### config.mk
export PLATFORM = sky130hd
export DESIGN_NAME = toc_prescaler
export DESIGN_NICKNAME = d
export VERILOG_FILES = /design/src/toc_pkg.sv /design/src/toc_prescaler.sv
export VERILOG_INCLUDE_DIRS = /design/src
export SDC_FILE = /design/constraint.sdc
export NUM_CORES = 1
export LEC_CHECK = 0
export ABC_AREA = 1
export BUFFER_PORTS_ARGS = -buffer_cell sky130_fd_sc_hd__buf_2
export CORE_ASPECT_RATIO = 1.1
export CORE_UTILIZATION = 50
export CTS_BUF_LIST = sky130_fd_sc_hd__clkbuf_16
export DETAILED_ROUTE_END_ITERATION = 10
export GPL_TIMING_DRIVEN = 0
export PLACE_DENSITY_LB_ADDON = 0.25
export SYNTH_ARGS = -nofsm -noshare
export SYNTH_HDL_FRONTEND = slang
export SYNTH_SLANG_ARGS = --single-unit
### constraint.sdc
create_clock -name CLK_I -period 2.3 [get_ports CLK_I]
set_input_delay 0.345 -clock CLK_I [delete_from_list [all_inputs] [get_ports CLK_I]]
set_output_delay 0.345 -clock CLK_I [all_outputs]
set_load 0.01 [all_outputs]
### src/toc_regs.svh
`ifndef TOC_REGS_SVH
`define TOC_REGS_SVH

// Register indices; byte address is four times the index
`define TOC_IDX_PRESCALE 22'h0f01b6
`define TOC_IDX_RUN_STATUS 22'h0f01b8
`define TOC_IDX_UNIT_CTRL 22'h0f01ba

// Reset values
`define TOC_RST_PRESCALE 16'h0000
`define TOC_RST_UNIT_CTRL 1'b0
`define TOC_RST_COUNT 16'h0000

// Writable bits of the prescale select register
`define TOC_PRESCALE_WMASK 16'h33ff

// Fixed tap exponents of the third and fourth clocks
`define TOC_C_EXP_0 4'h1
`define TOC_C_EXP_1 4'h2
`define TOC_C_EXP_2 4'h4
`define TOC_C_EXP_3 4'h6
`define TOC_D_EXP_0 4'h8
`define TOC_D_EXP_1 4'ha
`define TOC_D_EXP_2 4'hc
`define TOC_D_EXP_3 4'he

// Field positions
`define TOC_UNIT_EN_BIT 0

`endif

### src/toc_pkg.sv
package toc_pkg;

  // Layout of the prescale select register
  typedef struct packed {
    logic [1:0] rsv_hi;
    logic [1:0] clock_d_divider_field;
    logic [1:0] rsv_mid;
    logic [1:0] clock_c_divider_field;
    logic [3:0] clock_b_divider_field;
    logic [3:0] clock_a_divider_field;
  } toc_prescale_s;

  // One-cycle enables of the four shared operation clocks
  typedef struct packed {
    logic shared_op_clock_d;
    logic shared_op_clock_c;
    logic shared_op_clock_b;
    logic shared_op_clock_a;
  } toc_clocks_s;

  typedef logic [15:0] toc_count_t;

endpackage : toc_pkg

### src/toc_prescaler.sv
`timescale 1ns/1ps
`include "toc_regs.svh"
// Summary of operation
// RULE1 - First shared clock picks its tap from bits 3..0.
// RULE2 - Second shared clock picks its tap from bits 7..4.
// RULE3 - Third clock uses bits 9..8, offered to channels one and three only.
// RULE4 - Fourth clock uses bits 13..12, offered to channels one and three only.
// RULE5 - A four-bit code k gives the peripheral clock divided by 2^k.
// RULE6 - Third clock codes give division by 2, 4, 16 and 64.
// RULE7 - Fourth clock codes 00 and 01 give division by 256 and 1024.
// RULE8 - Fourth clock codes 10 and 11 give division by 4096 and 16384.
// RULE9 - Software changes clocks a or b only while their channels are stopped.
// RULE10 - Software changes clocks c or d only while channels one and three are stopped.
// RULE11 - The select register is written as one 16-bit access only.
// RULE12 - Reset clears the select register to zero.
// RULE13 - Each divided clock is a pulse one peripheral clock wide.
// RULE14 - Bits 15, 14, 11 and 10 stay zero.
// RULE15 - Software stops all channels before changing the peripheral clock source.
// RULE16 - No interrupts when undivided clock used with a zero data register.
// RULE17 - Software stops the unit when changing a channel clock or input edge.
// RULE18 - With the unit clock disabled, the select register stays cleared, writes ignored.
// RULE19 - One run-status bit per channel is readable in a status register.
module toc_prescaler
  import toc_pkg::*;
#(
  parameter int NUM_CH = 8
) (
  // Clock and reset
  input wire logic CLK_I,
  input wire logic RST_N_I,
  // APB slave
  input wire logic PSEL_I,
  input wire logic PENABLE_I,
  input wire logic PWRITE_I,
  input wire logic [23:0] PADDR_I,
  input wire logic [31:0] PWDATA_I,
  input wire logic [3:0] PSTRB_I,
  output logic [31:0] PRDATA_O,
  output logic PREADY_O,
  output logic PSLVERR_O,
  // Channel side
  input wire logic [NUM_CH-1:0] CHANNEL_RUN_STATUS_I,
  output logic [15:0] PRESCALE_SELECT_REG_O,
  output logic UNIT_CLOCK_ENABLE_O,
  // Shared operation clock enables
  output logic SHARED_OP_CLOCK_A_O,
  output logic SHARED_OP_CLOCK_B_O,
  output logic SHARED_OP_CLOCK_C_O,
  output logic SHARED_OP_CLOCK_D_O
);

  // True when the low k bits of the counter are all ones
  function automatic logic tap_hit(input toc_count_t cnt, input logic [3:0] k);
    toc_count_t mask;
    mask = toc_count_t'((17'h1 << k) - 17'h1);
    return (cnt & mask) == mask;
  endfunction : tap_hit

  // Tap exponent of the third clock
  function automatic logic [3:0] exp_c(input logic [1:0] code);
    logic [3:0] e;
    case (code)
      2'h0: e = `TOC_C_EXP_0;
      2'h1: e = `TOC_C_EXP_1;
      2'h2: e = `TOC_C_EXP_2;
      default: e = `TOC_C_EXP_3;
    endcase
    return e;
  endfunction : exp_c

  // Tap exponent of the fourth clock
  function automatic logic [3:0] exp_d(input logic [1:0] code);
    logic [3:0] e;
    case (code)
      2'h0: e = `TOC_D_EXP_0;
      2'h1: e = `TOC_D_EXP_1;
      2'h2: e = `TOC_D_EXP_2;
      default: e = `TOC_D_EXP_3;
    endcase
    return e;
  endfunction : exp_d

  toc_prescale_s prescale_select_reg_unit0_q;
  logic unit_clock_enable_q;
  toc_count_t div_cnt_q;
  toc_count_t div_cnt_d;
  toc_clocks_s clocks_q;
  toc_clocks_s clocks_d;
  logic [31:0] prdata_q;
  logic [31:0] rd_mux;
  logic [NUM_CH-1:0] channel_run_status_reg;
  logic hit_prescale;
  logic hit_run;
  logic hit_ctrl;
  logic mapped;
  logic wr_access;
  logic full_half;
  logic wr_prescale;

  // Address decode on word-aligned byte addresses
  assign hit_prescale = (PADDR_I[23:2] == `TOC_IDX_PRESCALE) && (PADDR_I[1:0] == 2'h0);
  assign hit_run = (PADDR_I[23:2] == `TOC_IDX_RUN_STATUS) && (PADDR_I[1:0] == 2'h0);
  assign hit_ctrl = (PADDR_I[23:2] == `TOC_IDX_UNIT_CTRL) && (PADDR_I[1:0] == 2'h0);
  assign mapped = hit_prescale || hit_run || hit_ctrl;
  assign wr_access = PSEL_I && PENABLE_I && PWRITE_I;
  assign full_half = (PSTRB_I[1:0] == 2'h3);
  assign wr_prescale = wr_access && hit_prescale && full_half && unit_clock_enable_q; // see RULE11 see RULE18

  // Zero-wait slave; errors on unmapped, read-only or partial select-register writes
  assign PREADY_O = 1'b1;
  assign PSLVERR_O = PSEL_I && PENABLE_I && (!mapped || (PWRITE_I && hit_run) ||
                     (PWRITE_I && hit_prescale && !full_half)); // see RULE11
  assign PRDATA_O = prdata_q;

  // Run status view, cleared while the unit is off
  assign channel_run_status_reg = CHANNEL_RUN_STATUS_I & {NUM_CH{unit_clock_enable_q}}; // see RULE19

  // Run status is read-only and refuses writes
  a_status_readonly: assert property ( // see RULE19
    @(posedge CLK_I) disable iff (!RST_N_I)
    (PSEL_I && PENABLE_I && PWRITE_I && hit_run) |-> PSLVERR_O)
    else $error("write to run status not refused");

  // Read data mux
  always_comb begin
    rd_mux = 32'h0000_0000;
    if (hit_prescale) begin
      rd_mux = {16'h0000, prescale_select_reg_unit0_q};
    end else if (hit_run) begin
      rd_mux = {{(32-NUM_CH){1'b0}}, channel_run_status_reg}; // see RULE19
    end else if (hit_ctrl) begin
      rd_mux = {31'h0000_0000, unit_clock_enable_q};
    end
  end

  // Read data captured in the setup cycle
  always_ff @(posedge CLK_I or negedge RST_N_I) begin
    if (!RST_N_I) begin
      prdata_q <= 32'h0000_0000;
    end else if (PSEL_I && !PENABLE_I && !PWRITE_I) begin
      prdata_q <= rd_mux;
    end
  end

  // Unit clock enable register
  always_ff @(posedge CLK_I or negedge RST_N_I) begin
    if (!RST_N_I) begin
      unit_clock_enable_q <= `TOC_RST_UNIT_CTRL;
    end else if (wr_access && hit_ctrl && PSTRB_I[0]) begin
      unit_clock_enable_q <= PWDATA_I[`TOC_UNIT_EN_BIT];
    end
  end

  // Unit enable follows its bit of a control write
  a_enable_write: assert property ( // see RULE18
    @(posedge CLK_I) disable iff (!RST_N_I)
    (wr_access && hit_ctrl && PSTRB_I[0]) |=> (unit_clock_enable_q == $past(PWDATA_I[`TOC_UNIT_EN_BIT])))
    else $error("unit enable write not taken");

  // Prescale select register, reserved bits forced to zero
  always_ff @(posedge CLK_I or negedge RST_N_I) begin
    if (!RST_N_I) begin
      prescale_select_reg_unit0_q <= `TOC_RST_PRESCALE; // see RULE12
    end else if (!unit_clock_enable_q) begin
      prescale_select_reg_unit0_q <= `TOC_RST_PRESCALE; // see RULE18
    end else if (wr_prescale) begin
      prescale_select_reg_unit0_q <= PWDATA_I[15:0] & `TOC_PRESCALE_WMASK; // see RULE14 see RULE11
    end
  end

  // Writes while the unit is off leave the register cleared
  a_disabled_write: assert property ( // see RULE18
    @(posedge CLK_I) disable iff (!RST_N_I)
    (wr_access && hit_prescale && !unit_clock_enable_q) |=>
      (prescale_select_reg_unit0_q == `TOC_RST_PRESCALE))
    else $error("select register written while unit disabled");

  // Select register read back in the access cycle
  a_read_select: assert property ( // see RULE12
    @(posedge CLK_I) disable iff (!RST_N_I)
    (PSEL_I && !PENABLE_I && !PWRITE_I && hit_prescale) |=>
      (PRDATA_O == {16'h0000, $past(prescale_select_reg_unit0_q)}))
    else $error("select register read mismatch");

  assign PRESCALE_SELECT_REG_O = prescale_select_reg_unit0_q;
  assign UNIT_CLOCK_ENABLE_O = unit_clock_enable_q;

  // Free-running divider, cleared to zero while the unit is off
  assign div_cnt_d = unit_clock_enable_q ? div_cnt_q + 16'h0001 : `TOC_RST_COUNT;
  always_ff @(posedge CLK_I or negedge RST_N_I) begin
    if (!RST_N_I) begin
      div_cnt_q <= `TOC_RST_COUNT;
    end else begin
      div_cnt_q <= div_cnt_d;
    end
  end

  // Divider cleared while the unit is off
  a_counter_held: assert property ( // see RULE18
    @(posedge CLK_I) disable iff (!RST_N_I)
    !unit_clock_enable_q |=> (div_cnt_q == `TOC_RST_COUNT))
    else $error("divider runs while unit disabled");

  // Divider advances by one each enabled cycle
  a_counter_step: assert property ( // see RULE5
    @(posedge CLK_I) disable iff (!RST_N_I)
    unit_clock_enable_q |=> (div_cnt_q == $past(div_cnt_q) + 16'h0001))
    else $error("divider skipped a count");

  // Tap selection for each shared clock, all silent while the unit is off
  always_comb begin
    clocks_d = '0;
    if (unit_clock_enable_q) begin // see RULE18
      clocks_d.shared_op_clock_a =
        tap_hit(div_cnt_q, prescale_select_reg_unit0_q.clock_a_divider_field); // see RULE1 see RULE5
      clocks_d.shared_op_clock_b =
        tap_hit(div_cnt_q, prescale_select_reg_unit0_q.clock_b_divider_field); // see RULE2 see RULE5
      clocks_d.shared_op_clock_c =
        tap_hit(div_cnt_q, exp_c(prescale_select_reg_unit0_q.clock_c_divider_field)); // see RULE3 see RULE6
      clocks_d.shared_op_clock_d =
        tap_hit(div_cnt_q, exp_d(prescale_select_reg_unit0_q.clock_d_divider_field)); // see RULE4 see RULE7 see RULE8
    end
  end

  // One-cycle enable pulses from flip-flops
  always_ff @(posedge CLK_I or negedge RST_N_I) begin
    if (!RST_N_I) begin
      clocks_q <= '0;
    end else begin
      clocks_q <= clocks_d; // see RULE13
    end
  end

  assign SHARED_OP_CLOCK_A_O = clocks_q.shared_op_clock_a;
  assign SHARED_OP_CLOCK_B_O = clocks_q.shared_op_clock_b;
  assign SHARED_OP_CLOCK_C_O = clocks_q.shared_op_clock_c; // see RULE3
  assign SHARED_OP_CLOCK_D_O = clocks_q.shared_op_clock_d; // see RULE4

  // No pulses while the unit is off
  a_disabled_quiet: assert property ( // see RULE18
    @(posedge CLK_I) disable iff (!RST_N_I)
    !unit_clock_enable_q |=>
      ({SHARED_OP_CLOCK_D_O, SHARED_OP_CLOCK_C_O, SHARED_OP_CLOCK_B_O, SHARED_OP_CLOCK_A_O} == 4'h0))
    else $error("shared clock pulse while unit disabled");

  // Register clear while disabled
  a_disabled_clear: assert property ( // see RULE18
    @(posedge CLK_I) disable iff (!RST_N_I)
    !unit_clock_enable_q |=> (prescale_select_reg_unit0_q == `TOC_RST_PRESCALE))
    else $error("select register not cleared while unit disabled");

  // Lower-halfword write (both low strobes) updates all fields
  a_write_fields: assert property ( // see RULE11
    @(posedge CLK_I) disable iff (!RST_N_I)
    (wr_access && hit_prescale && full_half && unit_clock_enable_q) |=>
      (prescale_select_reg_unit0_q == ($past(PWDATA_I[15:0]) & `TOC_PRESCALE_WMASK)))
    else $error("select register write not taken");

  // Partial write ignored and flagged
  a_partial_ignored: assert property ( // see RULE11
    @(posedge CLK_I) disable iff (!RST_N_I)
    (wr_access && hit_prescale && !full_half) |-> PSLVERR_O ##1 $stable(prescale_select_reg_unit0_q))
    else $error("partial write altered select register");

  // Reserved bits read zero
  a_reserved_zero: assert property ( // see RULE14
    @(posedge CLK_I) disable iff (!RST_N_I)
    (prescale_select_reg_unit0_q[15:14] == 2'h0) && (prescale_select_reg_unit0_q[11:10] == 2'h0))
    else $error("reserved select bits set");

  // Undivided first clock is high every cycle
  a_full_rate: assert property ( // see RULE5 see RULE12
    @(posedge CLK_I) disable iff (!RST_N_I)
    (unit_clock_enable_q && prescale_select_reg_unit0_q.clock_a_divider_field == 4'h0) |=> SHARED_OP_CLOCK_A_O)
    else $error("undivided clock a missing a pulse");

  // Divided pulse lasts one cycle
  a_pulse_width: assert property ( // see RULE13
    @(posedge CLK_I) disable iff (!RST_N_I)
    (SHARED_OP_CLOCK_B_O && prescale_select_reg_unit0_q.clock_b_divider_field != 4'h0 &&
     $stable(prescale_select_reg_unit0_q.clock_b_divider_field)) |=> !SHARED_OP_CLOCK_B_O)
    else $error("clock b pulse wider than one cycle");

  // Third clock at divide by two alternates
  a_c_half_rate: assert property ( // see RULE6
    @(posedge CLK_I) disable iff (!RST_N_I)
    (SHARED_OP_CLOCK_C_O && unit_clock_enable_q && prescale_select_reg_unit0_q.clock_c_divider_field == 2'h0)
    ##1 (unit_clock_enable_q && prescale_select_reg_unit0_q.clock_c_divider_field == 2'h0)
    |-> !SHARED_OP_CLOCK_C_O ##1 SHARED_OP_CLOCK_C_O)
    else $error("clock c not at half rate");

  // Fourth clock stays low for at least eight cycles after each pulse
  a_d_gap: assert property ( // see RULE7 see RULE8
    @(posedge CLK_I) disable iff (!RST_N_I)
    SHARED_OP_CLOCK_D_O |=> !SHARED_OP_CLOCK_D_O [*8])
    else $error("clock d pulses too close");

  // Divided first clock pulse lasts one cycle
  a_a_width: assert property ( // see RULE13
    @(posedge CLK_I) disable iff (!RST_N_I)
    (SHARED_OP_CLOCK_A_O && prescale_select_reg_unit0_q.clock_a_divider_field != 4'h0 &&
     $stable(prescale_select_reg_unit0_q.clock_a_divider_field)) |=> !SHARED_OP_CLOCK_A_O)
    else $error("clock a pulse wider than one cycle");

  // Third clock never stays high two cycles
  a_c_width: assert property ( // see RULE13
    @(posedge CLK_I) disable iff (!RST_N_I)
    SHARED_OP_CLOCK_C_O |=> !SHARED_OP_CLOCK_C_O)
    else $error("clock c pulse wider than one cycle");

  // Second clock at divide by two alternates
  a_b_half_rate: assert property ( // see RULE5
    @(posedge CLK_I) disable iff (!RST_N_I)
    (SHARED_OP_CLOCK_B_O && unit_clock_enable_q && prescale_select_reg_unit0_q.clock_b_divider_field == 4'h1 &&
     $stable(prescale_select_reg_unit0_q.clock_b_divider_field))
    ##1 (unit_clock_enable_q && prescale_select_reg_unit0_q.clock_b_divider_field == 4'h1)
    |-> !SHARED_OP_CLOCK_B_O ##1 SHARED_OP_CLOCK_B_O)
    else $error("clock b not at half rate");

  // Third clock pulses only on its smallest tap boundary
  a_c_min_tap: assert property ( // see RULE6
    @(posedge CLK_I) disable iff (!RST_N_I)
    SHARED_OP_CLOCK_C_O |-> tap_hit($past(div_cnt_q), `TOC_C_EXP_0))
    else $error("clock c pulse off its tap");

  // Fourth clock pulses only on its smallest tap boundary
  a_d_min_tap: assert property ( // see RULE7
    @(posedge CLK_I) disable iff (!RST_N_I)
    SHARED_OP_CLOCK_D_O |-> tap_hit($past(div_cnt_q), `TOC_D_EXP_0))
    else $error("clock d pulse off its tap");

  // Select register is clear at the first edge after reset
  a_reset_clear: assert property ( // see RULE12
    @(posedge CLK_I)
    !$past(RST_N_I) |-> (prescale_select_reg_unit0_q == `TOC_RST_PRESCALE))
    else $error("select register not cleared by reset");

  // Reset leaves the unit off
  a_reset_off: assert property ( // see RULE18
    @(posedge CLK_I)
    !$past(RST_N_I) |-> !unit_clock_enable_q)
    else $error("unit enabled straight after reset");

  // Status read shows channel run state
  a_status_view: assert property ( // see RULE19
    @(posedge CLK_I) disable iff (!RST_N_I)
    (PSEL_I && !PENABLE_I && !PWRITE_I && hit_run) |=>
      (PRDATA_O == {{(32-NUM_CH){1'b0}}, $past(CHANNEL_RUN_STATUS_I & {NUM_CH{unit_clock_enable_q}})}))
    else $error("run status read mismatch");

endmodule : toc_prescaler

==> results of run 1 <==
-- layout by cell type, fill, tap and decap left out, types with 13 or more instances in the layout --
| master | instances |
|---|---|
| conb_1 | 26 |
| nand4_1 | 19 |
| dfrtp_1 | 45 |
| nor2_1 | 76 |
| a21oi_1 | 16 |
| buf_2 | 84 |
| nand3_1 | 30 |
| nand2_1 | 139 |
| o21ai_1 | 14 |
| inv_1 | 76 |
| nor2_2 | 13 |
| buf_4 | 25 |
| o21ai_0 | 21 |
-- kinds of logic (layout without fill, tap and decap cells) --
family | count (synthesis) | after routing | synth area share [%]
XOR/XNOR | 3 | 3 | 0.762
AO/OA/AOI/OAI | 62 | 62 | 9.68
other | 2 | 26 | 0.218
AND/OR/NAND/NOR | 301 | 301 | 38.5
buffers and inverters | 117 | 205 | 16.0
adder cells (fa/ha/maj) | 6 | 6 | 2.18
flip-flops | 45 | 45 | 32.6
-- state kept, by name (all words and copies together) (netlist names) --
| name | flops |
|---|---|
| PRESCALE_SELECT_REG_O | 12 |
| PRDATA_O | 12 |
| SHARED_OP_CLOCK_C_O | 1 |
| UNIT_CLOCK_ENABLE_O | 1 |
| SHARED_OP_CLOCK_B_O | 1 |
| div_cnt_q | 16 |
| SHARED_OP_CLOCK_D_O | 1 |
| SHARED_OP_CLOCK_A_O | 1 |
-- metrics by stage --
stage                     instance area [um2]  power [mW]  util [%]
after detailed placement                 4040       0.990      61.0
after floorplan                          3540       0.911         -
after CTS                                4190        1.72      63.2
after global routing                     4190        1.78      63.2
after global placement                   4040       0.987      61.0
final                                    4190        1.71      63.2
-- layer usage --
metal	global-route usage, %	part of all wire [%]
met1	35.3	43
met2	48.0	48
met3	3.57	7.4
met4	8.93	1.7
met5	0	0
-- cell usage after synthesis, types with 2 or more instances --
cell and instances:
nand3_1 30, buf_6 2, buf_4 25, o31ai_1 2
o22ai_1 3, or2_2 2, buf_1 2, nor2_4 4
nand4_1 19, dfrtp_1 45, a211oi_1 2, nand2_1 139
nor2_1 76, o211ai_1 3, nor3_1 11, clkbuf_1 5
o21ai_0 21, buf_2 4, inv_2 2, conb_1 2
a21oi_1 16, o21ai_1 14, xor2_1 3, inv_1 76
ha_1 6, nor2_2 13
-- final timing paths --
kind	from	end	slack, ns	depth (start not counted)
worst max register to register	PRESCALE_SELECT_REG_O[2]	SHARED_OP_CLOCK_A_O	0.28	14
worst min-delay path	RST_N_I	div_cnt_q[5]	0.22	1
max in group asynchronous	RST_N_I	div_cnt_q[11]	1.45	1
min in group CLK_I	PWDATA_I[9]	PRESCALE_SELECT_REG_O[9]	0.29	3
worst max-delay path	PRESCALE_SELECT_REG_O[2]	SHARED_OP_CLOCK_A_O	0.28	14
worst min register to register	PRDATA_O[1]	PRDATA_O[1]	0.48	2
-- power groups by stage --
| stage | combinational (mW) | sequential, mW | clock, mW |
|---|---|---|---|
| 2_1_floorplan | 0.0993 | 0.812 | 0 |
| 3_3_place_gp | 0.176 | 0.810 | 0 |
| 3_5_place_dp | 0.179 | 0.811 | 0 |
| 4_1_cts | 0.180 | 0.795 | 0.747 |
| 5_1_grt | 0.205 | 0.795 | 0.779 |
| 6_report | 0.180 | 0.795 | 0.739 |
-- critical path, cell delays in order (launching register included) --
cell	delay [ns]
dfrtp_1	0.37
buf_2	0.17
nor2_1	0.18
inv_1	0.12
nor2_1	0.15
inv_1	0.06
ha_1	0.28
nor2_1	0.04
nor2_1	0.09
o211ai_1	0.10
nor2_1	0.09
nand2_1	0.07
nor2_1	0.11
nand2_1	0.06
nor2_1	0.08
-- final cells by class --
cell class                      instances  area (um2)  share of cell area (%)
Sequential cell                        45        1130                    26.8
Inverter                               79         297                    7.07
Clock inverter                          3        25.0                   0.597
Tap cell                               82         103                    2.45
Buffer                                 38         256                    6.12
Clock buffer                            5         125                    2.98
Timing Repair Buffer                   80         400                    9.55
Multi-Input combinational cell        398        1860                    44.4
==> run_results.csv, run 1 <==
group,metric,value,unit
grt,globalRouteTotalUtil,27.6,%
layout,antenna_cells,0,
layout,layout.cells.non_filler,730,
synthesis,synthTopCellsByArea,"dfrtp_1 33%, nand2_1 15%, inv_1 8.3%, nor2_1 8.3%, buf_4 5.4%",
power,p_seq_share,46.4,%
power,p_sw_share,25.2,%
placed_design,dp.cells,722,
power,p_per_area,409,mW/mm2
grt,grt.overflow.total,0,
clock_network,cts-root-buf,"clkbuf_16",
synthesis,synth_edf_count,0,
route,drt_iter0_markers,221,
synthesis,netlist_instances,536,
critical_path,crit_type,"flop to flop",
placed_design,hpwl,7.27,mm
route,via_per_inst,4.98,
clock_network,cts_hold_buf,0,
synthesis,synthArstFlopShare,100,%
timing,fmax,494,MHz
clock_network,htreeDepth,2,
power,p_int,1.28,mW
route,vias,3639,
timing,slew_headroom,32.8,%
flow_run,max_cap_violations,0,
timing,post-route-period-util,88.0,%
clock_network,clock_sinks,45,
route,wl,9.26,mm
timing,final_max_slew_viol_count,0,
critical_path,required,2.52,ns
timing,finalCriticalPeriod,2.02,ns
critical_path,critPathCaptureType,"flop",
grt,grt_antenna_before_repair,0,
layout,nets,726,
synthesis,yosys_warnings,0,
timing,hold_ws,0.220,ns
floorplan,ios,128,
grt,grt_max_degree,46,
floorplan,std_cell_rows,31,
critical_path,cp.arrival,2.25,ns
floorplan,start_util,52.0,%
clock_network,ctsResizeCount,0,
timing,setup_slack,0.276,ns
synthesis,netlist_area,0.00345,mm2
power,p_leak,2.38,nW
floorplan,die_w,81.2,um
synthesis,yosys.area.top_type,"dfrtp_1",
clock_network,cts.path.max_buffers,2,
synthesis,synth-seq-cells,45,
clock_network,postCtsSetupBuffers,0,
timing,grt_setup_unrepaired,"no",
timing,worst_pin_slew,1.01,ns
synthesis,avgSynthCellArea,6.44,um2
synthesis,synth_cell_types,35,
floorplan,die_area,0.00724,mm2
timing,finalClockSkew,0.00681,ns
placed_design,place_ws,0.302,ns
layout,drive_gt1_share,22.1,%
synthesis,synth_top_area_share,32.6,%
route,wire_per_inst,12.7,um
power,pwr-share-clk,43.1,%
hold_path,hold_class,"input port to async pin",
critical_path,startpoint_type,"flop",
synthesis,yosysSeqAreaShare,32.6,%
floorplan,die-height,89.1,um
route,antenna_left,0,
power,power_frac_comb,10.5,%
grt,grt_pass1_wl,15.1,mm
clock_network,clk_pin_slew,0.07,ns
layout,areaGrowthSynthToFinish,21.5,%
power,switching_power,0.432,mW
placed_design,place_congestion,0.918,
critical_path,crit_fanout,9,
route,drc,0,
synthesis,ys.flop_type,"dfrtp_1",
placed_design,port_buffers,80,
power,ir_drop,305,uV
timing,setup_tns,0,ns
route,dr.pass1.iters,4,
clock_network,clock_latency,0.29,ns
status,outcome,"finished clean",
timing,setup_viol,0,
layout,fill_cells,652,
timing,finalHoldViolCount,0,
grt,grt_pass1_vias,3336,
clock_network,cts_tree,"built",
floorplan,core_area,0.00663,mm2
clock_network,cts_buffers,5,
(Power assumes the default switching activity.)
==> run 2, diff against run 1 <==
--- a/config.mk
+++ b/config.mk
@@ -8,8 +8,10 @@
 export LEC_CHECK = 0
 export ABC_AREA = 1
 export BUFFER_PORTS_ARGS = -buffer_cell sky130_fd_sc_hd__buf_2
+export CELL_PAD_IN_SITES_DETAIL_PLACEMENT = 1
+export CELL_PAD_IN_SITES_GLOBAL_PLACEMENT = 2
 export CORE_ASPECT_RATIO = 1.1
-export CORE_UTILIZATION = 50
+export CORE_UTILIZATION = 25
 export CTS_BUF_LIST = sky130_fd_sc_hd__clkbuf_16
 export DETAILED_ROUTE_END_ITERATION = 10
 export GPL_TIMING_DRIVEN = 0
==> run 2 against run 1 <==
Effect of this change:
- core utilization fell by 31 points
- global-route usage decreased by 11 points
- sequential cell count did not move
- non-clock buffer count stayed put
- largest cell class unchanged
- critical path depth fell by 2
- hold slack better by 0.051 ns
- sequential power hardly changed
- combinational power up 4%
- total power increased by 3.1%
- maximum frequency is 2.7% higher
- register-to-register slack gained 0.05 ns
- critical endpoint is now SHARED_OP_CLOCK_B_O
==> run_results.csv, run 2 (synthesis gave the netlist of run 1 again) <==
group,metric,value,unit
power,p_leak,2.39,nW
clock_network,ctsResizeCount,0,
floorplan,ios,128,
route,dr.pass1.iters,4,
clock_network,postCtsSetupBuffers,0,
route,drt_iter0_markers,102,
floorplan,die-height,125,um
layout,design_area,0.00433,mm2
layout,areaGrowthSynthToFinish,25.5,%
floorplan,die_w,114,um
grt,grt_max_degree,46,
placed_design,hpwl,9.48,mm
clock_network,clock_latency,0.30,ns
route,wl,11.7,mm
timing,worst_pin_slew,1.13,ns
clock_network,clock_sinks,45,
critical_path,cp.arrival,2.20,ns
floorplan,std_cell_rows,44,
timing,finalClockSkew,0.0119,ns
critical_path,critPathCaptureType,"flop",
floorplan,die_area,0.0143,mm2
layout,final_common_cell,"nand2_1",
power,ir_drop,265,uV
critical_path,startpoint_type,"flop",
route,wl_met1,5.49,mm
route,via_per_inst,4.40,
timing,finalCriticalPeriod,1.97,ns
grt,grt.overflow.total,0,
flow_run,max_cap_violations,0,
route,vias,3662,
power,p_per_area,408,mW/mm2
critical_path,required,2.53,ns
clock_network,cts_buffers,5,
clock_network,cts-root-buf,"clkbuf_16",
layout,layout.cells.non_filler,832,
critical_path,rr_worst_depth,12,
critical_path,r2r_end,"SHARED_OP_CLOCK_B_O",
floorplan,start_util,25.9,%
route,top_layer,"met4",
grt,globalRouteTotalUtil,17.0,%
layout,antenna_cells,0,
placed_design,dp.cells,824,
route,route.met3.wl,304,um
floorplan,core_area,0.0133,mm2
layout,drive_gt1_share,22.4,%
route,drc,0,
clock_network,cts.path.max_buffers,2,
layout,largest_reg_flops,16,
timing,slew_headroom,24.8,%
layout,layout_common_cells,"139 x nand2_1, 84 x buf_2, 76 x inv_1",
timing,final_max_slew_viol_count,0,
timing,setup_viol,0,
timing,post-route-period-util,85.7,%
timing,setup_tns,0,ns
timing,finalHoldViolCount,0,
critical_path,crit_type,"flop to flop",
layout,regMostFlops,"div_cnt_q",
placed_design,place_congestion,0.846,
route,antenna_left,0,
placed_design,port_buffers,80,
critical_path,reg2reg_slack,0.33,ns
critical_path,crit_fanout,9,
timing,fmax,508,MHz
power,p_total,1.77,mW
clock_network,cts_tree,"built",
clock_network,clk_pin_slew,0.08,ns
grt,grt_antenna_before_repair,0,
route,wl_met2,5.76,mm
timing,grt_setup_unrepaired,"no",
critical_path,r2r_start,"PRESCALE_SELECT_REG_O[6]",
clock_network,htreeDepth,2,
hold_path,hold_class,"input port to async pin",
layout,postLayoutCoreUtil,32.5,%
grt,grt_pass1_wl,19.0,mm
clock_network,cts_hold_buf,0,
placed_design,place_area,0.00417,mm2
route,wire_per_inst,14.0,um
grt,grt_pass1_vias,3763,
layout,nets,726,
status,outcome,"finished clean",
run 2: changes by cell type in the layout (fill, tap and decap cells not counted):
cell	before	now
inv_6	1	2
clkinvlp_4	1	0
clkinv_4	1	0
inv_8	0	1
nor2_2	13	15
nor2_1	76	74
run 2: cell type report:
type                            instances  area (um2)
Fill cell                            1779        8990
Multi-Input combinational cell        398        1870
Sequential cell                        45        1130
Timing Repair Buffer                   80         400
Inverter                               79         297
Buffer                                 38         256
Tap cell                              184         230
Clock buffer                            5         125
Clock inverter                          3        28.8
run 2: power by group:
part           total (mW)  internal (mW)  switching [mW]
clock               0.786          0.420           0.366
combinational       0.187         0.0796           0.107
sequential          0.795          0.793         0.00114
total                1.77           1.29           0.475
run 2: worst max-delay path, stage by stage, from the launching register on:
cell,delay [ns]
dfrtp_1,0.37
clkbuf_1,0.23
nor2_1,0.28
nand2_1,0.12
ha_1,0.28
o21ai_0,0.08
nor2_1,0.11
nand2_1,0.06
nor2_1,0.08
nand2_1,0.07
nor2_1,0.10
nand2_1,0.05
nor2_1,0.08
run 2: metal layers:
| metal | track usage (%) | vias to the layer above |
|---|---|---|
| li1 | - | 1862 |
| met1 | 21.9 | 1725 |
| met2 | 30.2 | 70 |
| met3 | 1.79 | 5 |
| met4 | 3.67 | 0 |
| met5 | 0 | - |
run 2: worst max-delay path by stage:
stage | to | cells past startpoint | slack [ns] | start
global placement | SHARED_OP_CLOCK_A_O | 14 | 0.25 | PRESCALE_SELECT_REG_O[2]
global route | SHARED_OP_CLOCK_A_O | 14 | 0.02 | PRESCALE_SELECT_REG_O[2]
floorplan | SHARED_OP_CLOCK_A_O | 14 | 0.50 | PRESCALE_SELECT_REG_O[2]
finish | SHARED_OP_CLOCK_B_O | 12 | 0.33 | PRESCALE_SELECT_REG_O[6]
CTS | SHARED_OP_CLOCK_A_O | 14 | 0.24 | PRESCALE_SELECT_REG_O[2]
detailed placement | SHARED_OP_CLOCK_A_O | 14 | 0.26 | PRESCALE_SELECT_REG_O[2]
run 2: per-stage QoR:
| stage | setup WS [ns] | hold WS [ns] |
|---|---|---|
| after floorplan | 0.505 | 0.0494 |
| after global placement | 0.252 | 0.462 |
| after detailed placement | 0.260 | 0.461 |
| after CTS | 0.238 | 0.275 |
| after global routing | 0.0215 | 0.293 |
| final | 0.330 | 0.271 |
==> run 3, diff against run 2 <==
--- a/config.mk
+++ b/config.mk
@@ -11,7 +11,7 @@
 export CELL_PAD_IN_SITES_DETAIL_PLACEMENT = 1
 export CELL_PAD_IN_SITES_GLOBAL_PLACEMENT = 2
 export CORE_ASPECT_RATIO = 1.1
-export CORE_UTILIZATION = 25
+export CORE_UTILIZATION = 27
 export CTS_BUF_LIST = sky130_fd_sc_hd__clkbuf_16
 export DETAILED_ROUTE_END_ITERATION = 10
 export GPL_TIMING_DRIVEN = 0
==> constraint.sdc (replaced) <==
create_clock -name CLK_I -period 2.4 [get_ports CLK_I]
set_input_delay 0.36 -clock CLK_I [delete_from_list [all_inputs] [get_ports CLK_I]]
set_output_delay 0.36 -clock CLK_I [all_outputs]
set_load 0.01 [all_outputs]
==> run 3 against run 2 <==
Effect of this change:
- first-iteration DRC count increased by 99%
- via count increased by 0.55%
- maximum frequency decreased by 7.2%
- critical path type unchanged
- largest cell class unchanged
- sequential power decreased by 4.0%
==> run_results.csv, run 3 (synthesis gave the netlist of run 1 again) <==
group,metric,value,unit
clock_network,htreeDepth,2,
floorplan,ios,128,
layout,fill_cells,1643,
critical_path,path_common_cell,"nor2_1",
critical_path,cp_top_family,"simple AND/OR/NAND/NOR gates",
critical_path,required,2.62,ns
timing,fmax,471,MHz
clock_network,cts_tree,"built",
clock_network,cts_hold_buf,0,
timing,finalHoldViolCount,0,
flow_run,max_cap_violations,0,
layout,design_area,0.00430,mm2
hold_path,hold_class,"input port to async pin",
route,via_per_inst,4.59,
timing,worst_pin_slew,1.12,ns
layout,largest_reg_flops,16,
placed_design,port_buffers,80,
timing,finalCriticalPeriod,2.12,ns
critical_path,r2r_start,"PRESCALE_SELECT_REG_O[2]",
floorplan,die-height,121,um
clock_network,cts.path.max_buffers,2,
status,outcome,"finished clean",
placed_design,hpwl,9.24,mm
grt,grt_pass1_wl,18.8,mm
layout,layout_common_cells,"139 x nand2_1, 84 x buf_2, 77 x inv_1",
timing,finalClockSkew,0.00594,ns
critical_path,crit_type,"flop to flop",
clock_network,ctsResizeCount,0,
timing,slew_headroom,25.5,%
route,wl,11.4,mm
route,drc,0,
grt,grt_pass1_vias,3836,
grt,grt_max_degree,46,
critical_path,path_cells,"buf_2, nor2_1, inv_1, nor2_1, inv_1, ha_1, nor2_1, nor2_1, o211ai_1, nor2_1, nand2_1, nor2_1, nand2_1, nor2_1",
floorplan,std_cell_rows,42,
power,ir_drop,351,uV
layout,antenna_cells,0,
critical_path,critPathCaptureType,"flop",
layout,final_common_cell,"nand2_1",
timing,post-route-period-util,88.5,%
timing,setup_viol,0,
route,vias,3682,
timing,setup_tns,0,ns
power,p_per_area,401,mW/mm2
timing,grt_setup_unrepaired,"no",
route,wire_per_inst,14.3,um
clock_network,clk_pin_slew,0.06,ns
grt,grt.overflow.total,0,
layout,drive_gt1_share,21.8,%
clock_network,cts_buffers,5,
clock_network,clock_latency,0.29,ns
layout,final-seq-area,0.00113,mm2
route,antenna_left,0,
grt,globalRouteTotalUtil,18.5,%
critical_path,crit_fanout,9,
power,p_total,1.72,mW
critical_path,cp_slowest_cell,"dfrtp_1",
floorplan,start_util,28.2,%
power,p_leak,2.40,nW
clock_network,cts-root-buf,"clkbuf_16",
critical_path,reg2reg_slack,0.28,ns
clock_network,postCtsSetupBuffers,0,
clock_network,clock_sinks,45,
route,dr.pass1.iters,4,
placed_design,place_congestion,0.834,
layout,regMostFlops,"div_cnt_q",
critical_path,cp.arrival,2.34,ns
floorplan,core_area,0.0122,mm2
layout,multiInputGateArea,0.00186,mm2
placed_design,place_area,0.00413,mm2
critical_path,startpoint_type,"flop",
critical_path,cp-startpoint,"PRESCALE_SELECT_REG_O[2]",
critical_path,cp_num_buf_inv,3,
timing,final_max_slew_viol_count,0,
layout,areaGrowthSynthToFinish,24.5,%
layout,postLayoutCoreUtil,35.1,%
critical_path,slowest_delay,0.39,ns
floorplan,die_area,0.0132,mm2
layout,nets,726,
route,drt_iter0_markers,203,
grt,grt_antenna_before_repair,0,
floorplan,die_w,110,um
[run 3: changes by cell type in the layout (fill, tap and decap cells not counted), sizes merged]
cell,change
clkinv,+1
inv,-2
bufinv,+1
[run 3: worst register-to-register path, stage by stage (launching register included)]
cell and delay, ns:
dfrtp_1 0.39, buf_2 0.19, nor2_1 0.21, inv_1 0.13
nor2_1 0.14, inv_1 0.06, ha_1 0.28, nor2_1 0.04
nor2_1 0.09, o211ai_1 0.10, nor2_1 0.11, nand2_1 0.06
nor2_1 0.12, nand2_1 0.07, nor2_1 0.08
[run 3: path summary, 6_finish.rpt]
path                       cells past startpoint                        end
max reg2reg                                   14        SHARED_OP_CLOCK_A_O
min in group CLK_I                             3  PRESCALE_SELECT_REG_O[12]
min reg2reg                                    2                PRDATA_O[4]
min                                            1                PRDATA_O[0]
max                                           14        SHARED_OP_CLOCK_A_O
max in group asynchronous                      1   PRESCALE_SELECT_REG_O[2]
[run 3: area by class of cell]
class	instances	share of cell area [%]
Buffer	38	5.97
Clock buffer	5	2.91
Tap cell	154	4.48
Clock inverter	3	0.874
Multi-Input combinational cell	398	43.3
Timing Repair Buffer	80	9.32
Sequential cell	45	26.2
Inverter	79	6.90
[run 3: report_power, final]
part | leakage, nW | switching, mW | internal (mW)
Clock | 0.0826 | 0.298 | 0.485
Sequential | 0.597 | 0.00155 | 0.761
Combinational | 1.72 | 0.102 | 0.0762
[run 3: metrics by stage]
| stage | cells | hold slack (ns) | setup WS [ns] |
|---|---|---|---|
| 6_report | 802 | 0.295 | 0.277 |
| 5_1_grt | 802 | 0.312 | 0.0691 |
| 4_1_cts | 802 | 0.303 | 0.282 |
| 3_5_place_dp | 794 | 0.469 | 0.306 |
| 3_3_place_gp | 794 | 0.460 | 0.338 |
| 2_1_floorplan | 560 | 0.0644 | 0.605 |
[run 3: routing by layer]
metal	vias up	global-route usage [%]	wire [um]
met1	1720	24.1	5390
met5	-	0	0
met3	6	2.70	480
met4	0	4.42	110
li1	1864	-	-
met2	92	31.9	5450
